### config.mk
export PLATFORM = sky130hd
export DESIGN_NAME = asr_host
export DESIGN_NICKNAME = d
export VERILOG_FILES = /design/src/hdl/asr_pkg.sv /design/src/hdl/asr_host.sv
export SDC_FILE = /design/constraint.sdc
export NUM_CORES = 1
export LEC_CHECK = 0
export ABC_CLOCK_PERIOD_IN_PS = 2500
export BUFFER_PORTS_ARGS = -buffer_cell sky130_fd_sc_hd__buf_2
export CAP_MARGIN = 15
export CORE_MARGIN = 2
export CORE_UTILIZATION = 25
export DETAILED_ROUTE_END_ITERATION = 7
export SYNTH_ARGS = -nofsm -noshare
export SYNTH_HDL_FRONTEND = slang
export SYNTH_SLANG_ARGS = --single-unit
export TNS_END_PERCENT = 1
### constraint.sdc
create_clock -name mclk_i -period 2.5 [get_ports mclk_i]
set_clock_uncertainty 0.05 [all_clocks]
set_input_delay 0.125 -clock mclk_i [delete_from_list [all_inputs] [get_ports mclk_i]]
set_output_delay 0.125 -clock mclk_i [all_outputs]
set_load 0.02 [all_outputs]
### src/hdl/asr_pkg.sv
// Constants for the asynchronous ECC memory host controller
package asr_pkg;
   localparam int ADDR_W = 18;
   localparam int DATA_W = 16;
   localparam int CLK_PERIOD_NS = 40;
   // Data setup to write end and strobe-low-to-float delay, in ns (slow grade)
   localparam int DATA_SETUP_TIME_NS = 8;
   localparam int STROBE_LOW_TO_FLOAT_DELAY_NS = 8;
   // Address to data valid, longest access, in ns
   localparam int ACCESS_TIME_NS = 15;
   // Least strobe low time rounds up, never below one cycle
   localparam int WR_LOW_RAW =
      (DATA_SETUP_TIME_NS + STROBE_LOW_TO_FLOAT_DELAY_NS + CLK_PERIOD_NS - 1) / CLK_PERIOD_NS;
   localparam int WR_LOW_CYC = (WR_LOW_RAW < 1) ? 1 : WR_LOW_RAW;
   localparam int RD_RAW = (ACCESS_TIME_NS + CLK_PERIOD_NS - 1) / CLK_PERIOD_NS;
   localparam int RD_CYC = (RD_RAW < 1) ? 1 : RD_RAW;
   localparam logic [3:0] WR_LOW_CNT = 4'(WR_LOW_CYC);
   localparam logic [3:0] RD_CNT = 4'(RD_CYC);
   localparam logic [3:0] CNT_ZERO = 4'h0;
   localparam logic [1:0] LANES_OFF = 2'h3;
   typedef enum {ASR_IDLE, ASR_SETUP, ASR_WRITE, ASR_WHOLD, ASR_READ, ASR_RSAMP} asr_state_t;
endpackage

### src/hdl/asr_host.sv
// Host controller driving the asynchronous ECC static memory pins
`timescale 1ns/1ps
`default_nettype none
module asr_host (
   input wire logic mclk_i,
   input wire logic nrst_i,
   // User request side
   input wire logic req_i,
   input wire logic req_wr_i,
   input wire logic [asr_pkg::ADDR_W-1:0] req_addr_i,
   input wire logic [1:0] req_lane_n_i,
   input wire logic [asr_pkg::DATA_W-1:0] req_wdata_i,
   output logic req_ready_o,
   output logic rd_valid_o,
   output logic [asr_pkg::DATA_W-1:0] rd_data_o,
   output logic rd_err_o,
   output logic wr_done_o,
   // Memory pins
   output logic [asr_pkg::ADDR_W-1:0] mem_addr_o,
   output logic chip_sel_n_o,
   output logic out_en_n_o,
   output logic wr_strobe_n_o,
   output logic byte_low_sel_n_o,
   output logic byte_high_sel_n_o,
   output logic [asr_pkg::DATA_W-1:0] mem_data_o,
   output logic mem_data_oe_o,
   input wire logic [asr_pkg::DATA_W-1:0] mem_data_i,
   input wire logic mem_err_i
);
   typedef struct packed {
      asr_pkg::asr_state_t st;
      logic [3:0] cnt;
      logic [asr_pkg::ADDR_W-1:0] addr;
      logic cs_n;
      logic oe_n;
      logic we_n;
      logic [1:0] lane_n;
      logic [asr_pkg::DATA_W-1:0] wdata;
      logic doe;
      logic ready;
      logic rvalid;
      logic [asr_pkg::DATA_W-1:0] rdata;
      logic rerr;
      logic wdone;
      logic [asr_pkg::DATA_W-1:0] din1;
      logic [asr_pkg::DATA_W-1:0] din2;
      logic err1;
      logic err2;
   } asr_regs_t;

   asr_regs_t r;
   asr_regs_t next_r;

   // Sequencer; pins always hold defined levels, data bus released (mem_data_oe_o low) when idle
   always_comb
   begin
      next_r = r;
      next_r.rvalid = 1'b0;
      next_r.wdone = 1'b0;
      // Two-flop sync of pin inputs, first stage read only by second
      next_r.din1 = mem_data_i;
      next_r.din2 = r.din1;
      next_r.err1 = mem_err_i;
      next_r.err2 = r.err1;
      case (r.st)
         asr_pkg::ASR_IDLE:
         begin
            next_r.ready = 1'b1;
            if (req_i && r.ready && (req_lane_n_i != asr_pkg::LANES_OFF))
            begin
               next_r.ready = 1'b0;
               next_r.addr = req_addr_i;
               next_r.lane_n = req_lane_n_i;
               next_r.wdata = req_wdata_i;
               next_r.cs_n = 1'b0;
               if (req_wr_i)
               begin
                  // Address and data settle one cycle before the strobe
                  next_r.oe_n = 1'b1;
                  next_r.doe = 1'b1;
                  next_r.st = asr_pkg::ASR_SETUP;
               end
               else
               begin
                  next_r.oe_n = 1'b0;
                  next_r.doe = 1'b0;
                  next_r.cnt = asr_pkg::RD_CNT;
                  next_r.st = asr_pkg::ASR_READ;
               end
            end
         end
         asr_pkg::ASR_SETUP:
         begin
            next_r.we_n = 1'b0;
            next_r.cnt = asr_pkg::WR_LOW_CNT;
            next_r.st = asr_pkg::ASR_WRITE;
         end
         asr_pkg::ASR_WRITE:
         begin
            if (r.cnt == 4'h1)
            begin
               // Strobe rises first and ends the write; data held after
               next_r.we_n = 1'b1;
               next_r.st = asr_pkg::ASR_WHOLD;
            end
            next_r.cnt = r.cnt - 4'h1;
         end
         asr_pkg::ASR_WHOLD:
         begin
            next_r.doe = 1'b0;
            next_r.cs_n = 1'b1;
            next_r.lane_n = asr_pkg::LANES_OFF;
            next_r.wdone = 1'b1;
            next_r.st = asr_pkg::ASR_IDLE;
         end
         asr_pkg::ASR_READ:
         begin
            // Extra cycles cover the two-flop synchroniser latency
            if (r.cnt == asr_pkg::CNT_ZERO)
               next_r.st = asr_pkg::ASR_RSAMP;
            else
               next_r.cnt = r.cnt - 4'h1;
         end
         asr_pkg::ASR_RSAMP:
         begin
            if (r.cnt == asr_pkg::CNT_ZERO)
               next_r.cnt = 4'h2;
            else if (r.cnt == 4'h1)
            begin
               // Data and flag captured together, unused lane masked
               next_r.rdata[7:0] = r.lane_n[0] ? 8'h00 : r.din2[7:0];
               next_r.rdata[15:8] = r.lane_n[1] ? 8'h00 : r.din2[15:8];
               next_r.rerr = r.err2;
               next_r.rvalid = 1'b1;
               next_r.oe_n = 1'b1;
               next_r.cs_n = 1'b1;
               next_r.lane_n = asr_pkg::LANES_OFF;
               next_r.st = asr_pkg::ASR_IDLE;
               next_r.cnt = asr_pkg::CNT_ZERO;
            end
            else
               next_r.cnt = r.cnt - 4'h1;
         end
         default:
            next_r.st = asr_pkg::ASR_IDLE;
      endcase
   end

   // State register; inactive pin levels after reset
   always_ff @(posedge mclk_i or negedge nrst_i)
   begin
      if (!nrst_i)
      begin
         r <= '0;
         r.st <= asr_pkg::ASR_IDLE;
         r.cs_n <= 1'b1;
         r.oe_n <= 1'b1;
         r.we_n <= 1'b1;
         r.lane_n <= asr_pkg::LANES_OFF;
      end
      else
         r <= next_r;
   end

   assign req_ready_o = r.ready;
   assign rd_valid_o = r.rvalid;
   assign rd_data_o = r.rdata;
   assign rd_err_o = r.rerr;
   assign wr_done_o = r.wdone;
   assign mem_addr_o = r.addr;
   assign chip_sel_n_o = r.cs_n;
   assign out_en_n_o = r.oe_n;
   assign wr_strobe_n_o = r.we_n;
   assign byte_low_sel_n_o = r.lane_n[0];
   assign byte_high_sel_n_o = r.lane_n[1];
   assign mem_data_o = r.wdata;
   assign mem_data_oe_o = r.doe;

   // Host never drives data while output enable is low
   AST_NO_CONTENTION: assert property (@(posedge mclk_i) disable iff (!nrst_i)
      !(r.doe && !r.oe_n)) else $error("host drives data during read");
   // Strobe low only with select and a lane low
   AST_WRITE_OVERLAP: assert property (@(posedge mclk_i) disable iff (!nrst_i)
      !r.we_n |-> (!r.cs_n && r.lane_n != 2'h3 && r.doe))
      else $error("strobe low outside write window");
   // Data driven and stable while strobe low and one cycle after rise
   AST_DATA_HOLD: assert property (@(posedge mclk_i) disable iff (!nrst_i)
      $rose(r.we_n) |-> r.doe && $stable(r.wdata) && !r.cs_n)
      else $error("write data not held at write end");
   // Strobe low time meets setup plus float delay; checked at the rise
   AST_STROBE_WIDTH: assert property (@(posedge mclk_i) disable iff (!nrst_i)
      $rose(r.we_n) |-> !$past(r.we_n, asr_pkg::WR_LOW_CYC)
      && (asr_pkg::WR_LOW_CYC * asr_pkg::CLK_PERIOD_NS
      >= asr_pkg::DATA_SETUP_TIME_NS + asr_pkg::STROBE_LOW_TO_FLOAT_DELAY_NS))
      else $error("strobe pulse too short");
   // Deselect follows every write one cycle after the strobe rises
   AST_DESELECT: assert property (@(posedge mclk_i) disable iff (!nrst_i)
      $rose(r.we_n) |-> ##1 r.cs_n && r.lane_n == 2'h3 && !r.doe)
      else $error("memory not deselected after write");
   // Read data valid pulse carries flag captured with data
   AST_READ_DONE: assert property (@(posedge mclk_i) disable iff (!nrst_i)
      r.rvalid |-> $past(r.st) == asr_pkg::ASR_RSAMP && r.oe_n && r.rerr == $past(r.err2))
      else $error("error flag not taken with read data");
   // Masked lane reads back zero
   AST_LANE_MASK: assert property (@(posedge mclk_i) disable iff (!nrst_i)
      r.rvalid |-> ($past(r.lane_n[0]) ? r.rdata[7:0] == 8'h00 : 1'b1)
      && ($past(r.lane_n[1]) ? r.rdata[15:8] == 8'h00 : 1'b1))
      else $error("unselected lane not masked");
   // Read completes within bounded time of output enable falling
   AST_READ_BOUND: assert property (@(posedge mclk_i) disable iff (!nrst_i)
      $fell(r.oe_n) |-> ##[1:12] r.rvalid)
      else $error("read did not complete");
   // Lane select unchanged and output enable high when the write strobe falls
   AST_WRITE_LANE: assert property (@(posedge mclk_i) disable iff (!nrst_i)
      $fell(r.we_n) |-> $stable(r.lane_n) && r.oe_n)
      else $error("lane changed at write start");
endmodule
`default_nettype wire

After elaboration in Yosys (flattened, before gate mapping):

Cells that the tools add are included.

* equal/unequal tests: 14
* mux-type cells: 28
* reduce and logical (&&, ||, !) cells: 17
* $add $sub $neg: 1
* bitwise logic cells: 1

Operators by type and width (number)
* $pmux 32 s5: 1
* $mux 32: 4
* $eq 32x2->1 const B: 2
* $eq 32x3->1 const B: 2
* $mux 56: 1
* $mux 18: 3
* $eq 32x1->1 const B: 1
* $logic_not 32->1: 1
* $mux 20: 1
* $pmux 4 s5: 1
* $mux 4: 4
* $mux 8: 2
* $ne 2x2->1 const B: 8
* $reduce_and 4->1: 3
* $pmux 1 s2: 3
* $pmux 2 s3: 1
* $reduce_and 2->1: 3
* $reduce_bool 2->1: 3
* $reduce_and 5->1: 1
* $reduce_bool 5->1: 1
* $eq 4x1->1 const B: 1
* $logic_not 4->1: 1
* $mux 2: 2
* $sub 4x1->4 const B: 1
* other kinds (7): 10

* logic and storage cells: 79
* output and inout port bits: 60
* input port bits: 57
* bits in registers: 130

Logic depth before layout (Yosys ltp):

* word-level depth: 4
* gate-level depth with buffers: 8
* gate-level depth less buffers: 7

Least setup slack after synthesis:

OpenSTA, ideal clock, no wires.

* path kind: reg-to-reg
* from: reg r[94] (netlist name)
* to: reg r[94] (netlist name)
* stages on the path, launching flop included: 7
* setup time: 128 ps
* period minus slack after synthesis: 1676 ps
* setup slack: 824 ps
* path buffers: 0
* data required time: 2322 ps
* arrival time: 1499 ps
* path through: dfrtp_1 -> inv_1 -> ha_1 -> nor3b_1 -> o21ai_1 -> nor2_2 -> mux2_1

* longest elaborated chain between the ends: 4
* elaborated cells between the ends (all ways): 9
* those cells by class: 1 x add/sub; 2 x eq/ne; 4 x mux; 2 x reduce/logical

RTL lines
* start: declaration: RTL line asr_host.sv:51 `asr_regs_t r;`
* start signal: assignment: RTL line asr_host.sv:162 `r <= next_r;`
* $sub 4x1->4 or $eq 4x1->1 (tied branches)
* $mux 4: RTL line asr_host.sv:128 `else if (r.cnt == 4'h1)`
* $mux 4: RTL line asr_host.sv:126 `if (r.cnt == asr_pkg::CNT_ZERO)`
* $pmux 4 s5: RTL line asr_host.sv:65 `case (r.st)`

Parallel ways exist; a longest one is shown, timed or not. The select of a mux whose other input is x is not followed.
A chain may end at the register's enable or synchronous reset.

Worst setup path in the final report:

* from: reg r[100] (netlist name)
* to: reg r (netlist bit mem_data_oe_o)

* longest elaborated chain between the ends: 3
* elaborated cells between the ends (all ways): 6
* those cells by class: 2 x eq/ne; 1 x mux; 3 x reduce/logical

RTL lines (RTL line)
* $eq 32x2->1 or $logic_not 32->1 (tied branches): asr_host.sv:65
* $reduce_bool 2->1 (no source line) or $ne 2x2->1 (tied branches)
* $reduce_and 2->1 (no source line)

Parallel ways exist; a longest one is shown, timed or not.

==> qor.csv <==
metric,value,unit
status,finished clean,
largest net degree at the start of global routing,54,
DP Worst Slack,563,ps
Avg Vias per Cell,3.95,
Syn Inst Count,407,
RSZ-0062 raised after global routing,false,
max_cap viols,0,
first-pass GRT wire length,15.1,mm
setup ws final,537,ps
Skew-Pair Late Insertion Delay,340,ps
Antenna Cells,0,
num rows,47,
switch share,0.386,
Achievable Freq,509,MHz
DP Wirelength,6.19,mm
Yosys Warn Count,0,
Main synth FF type,dfrtp_1,
CTS Buf Count,9,
top-area cell type share of the netlist area,0.577,
Int Pwr,3.92,mW
worst-margin pin slew,651,ps
final core occ,0.332,
sequential-to-total area share from yosys stat,0.609,
largest area contributor in the netlist,dfrtp_1,
Reg power frac,0.404,
initial antenna violation count,0,
Placeable Area,0.0164,mm^2
biggest cell delay along the critical path,620,ps
post-route ant nets,0,
Hold WC Path Type,input pin to flip-flop,
Die X,133,um
drt wl/cell,12.2,um
Root Driver,clkbuf_16,
clock sinks,101,
Power Total,6.38,mW
synth top area cells,"dfrtp_1 (58%), nand2_1 (12%), buf_4 (9.2%)",
final hold viol count,0,
critical path startpoint category,flip-flop,
"EDFF count, synth",0,
Max IR drop VDD,0.520,mV
Cell Pwr Density,1170,mW/mm^2
most frequent cells in the layout,"nand2_1 (133), buf_2 (115), dfrtp_1 (96)",
Leakage,2.74,nW
CP required,2720,ps
GPL Wtd Cong,0.756,
post-synthesis cell type count,40,
initial core utilization,0.254,
I/O Buffers,116,
Synthesized Nets,466,
vias,2959,
post-route clock period utilization,0.785,
"commonest non-fill, non-tap cell in the layout",nand2_1,
"most used cell, CP",nand2_1,
Seq cells post-synth,101,
CP Data Arrival Time,2180,ps
Worst Reg2Reg Path Length in Cells,6,
Mean Syn Cell Area,10.2,um^2
Starting DRT DRC Count,81,
crit-path cells,or2_1 -> nor2_1 -> nand2_1 -> buf_12 -> nand2_1 -> a21oi_1,
Clock Path Buffers,2,
"FFs w/ async S/R, synth",1.00,
"CTS clk-pin slew, worst paths",70,ps
final net count,584,
die area,0.0177,mm^2
vias in the first global route,3003,
combinational power share,0.371,
Sw Pwr,2.46,mW
Tmin final,1960,ps
"Slowest-stage cell, CP",dfrtp_1,
Overflow after GRT,0,
TritonCTS clock tree,done,
met1 global-route usage,0.135,
Setup crit end kind,flip-flop,
most used routing layer,met2,
DRT Pass-1 Iters,4,
Clock power frac,0.224,
GRT Total Usage,0.109,
final setup fails,0,
Layout area overhead,31.0,%
GRT met3 Usage,0.0368,
Ports,117,
setup_tns,0,ps
fin. max-slew vios,0,
Die H,133,um
Min-Delay Path Depth,3,
Rel. slew slack,0.566,
Residual DRC,0,
Crit Path Max Fanout,28,
Post-Syn Area,0.00416,mm^2
share of layout cells above drive strength 1,0.281,
met2 GRT Util,0.176,
kind of critical path,flip-flop to flip-flop,
H-tree level count,3,
final WL,9.17,mm
fill count,1708,
-- final cells by class --
class	instances	area [um^2]	area share
well taps	220	275	0.0505
multi-input cells	235	1150	0.211
repair buffers	173	1170	0.214
inverters	5	18.8	0.00344
clock buffers	11	253	0.0464
clock inverters	5	56.3	0.0103
flip-flops and latches	101	2530	0.465
-- metal layers --
metal | part of all wire | vias to the layer above
met5 | 0 | -
met4 | 0.018 | 0
met3 | 0.054 | 14
met2 | 0.48 | 75
met1 | 0.44 | 1393
li1 | - | 1477
-- sequential cells by signal, indices dropped and copies added (netlist names), 16 cells and up --
name / cells
mem_addr_o: 18
r: 24
rd_data_o: 16
next_r: 17
mem_data_o: 16
-- power groups by stage --
stage / sequential (mW) / clock (mW) / combinational [mW]
floorplan: 2.53 / 0 / 2.12
global placement: 2.59 / 0 / 2.28
CTS: 2.59 / 1.49 / 2.40
global route: 2.66 / 1.56 / 2.61
finish: 2.58 / 1.43 / 2.37
detailed placement: 2.61 / 0 / 2.33
-- cells in the mapped netlist, drive strengths merged, types with 3 or more instances --
library cell / instances
nor4: 3
buf: 59
dfrtp: 96
nor2: 10
nand2: 133
clkbuf: 7
a21oi: 10
nor3: 3
inv: 5
dfstp: 5
nand2b: 18
o21ai: 31
-- final timing paths --
path / start / endpoint / slack, ps
setup / recovery: r[100] / mem_data_oe_o / 540
hold / removal: req_lane_n_i[1] / byte_high_sel_n_o / 30
setup reg to reg: r[100] / mem_data_oe_o / 540
hold reg to reg: next_r[17] / r[17] / 300
max in group asynchronous: nrst_i / r[10] / 1400
min in group asynchronous: nrst_i / mem_data_o[12] / 290
-- through the flow --
stage,hold slack (ps),std cells,cell area [um^2]
2_1_floorplan,-221,407,4160
3_3_place_gp,133,682,4620
3_5_place_dp,156,682,4620
4_1_cts,2.88,750,5450
5_1_grt,20.4,750,5450
6_report,26.7,750,5450
-- cell families (layout without fill, tap and decap cells) --
kind of cell	after synthesis	after routing	share of synthesized area
xor gates and xnor gates	1	1	0.00210
buffers and inverters	71	194	0.117
muxes	1	1	0.00270
AOI/OAI and AO/OA	50	50	0.0712
adders and majority gates	2	2	0.00601
DFF	101	101	0.609
and+or+nand+nor	181	181	0.192
-- critical path, delay by kind of cell (launching register included) --
kind	cells	cell delay [ps]
AOI/OAI and AO/OA	1	130
and+or+nand+nor	4	850
DFF	1	620
buffers and inverters	1	220
-- repair_timing --
action | 4_1_cts | 5_1_grt
buffers inserted | 0 | 0
resized for setup | 0 | 0
hold endpoints to repair | 94 | 0
hold buffers | 52 | 0
No activity file was read; power rests on OpenSTA's default activity.
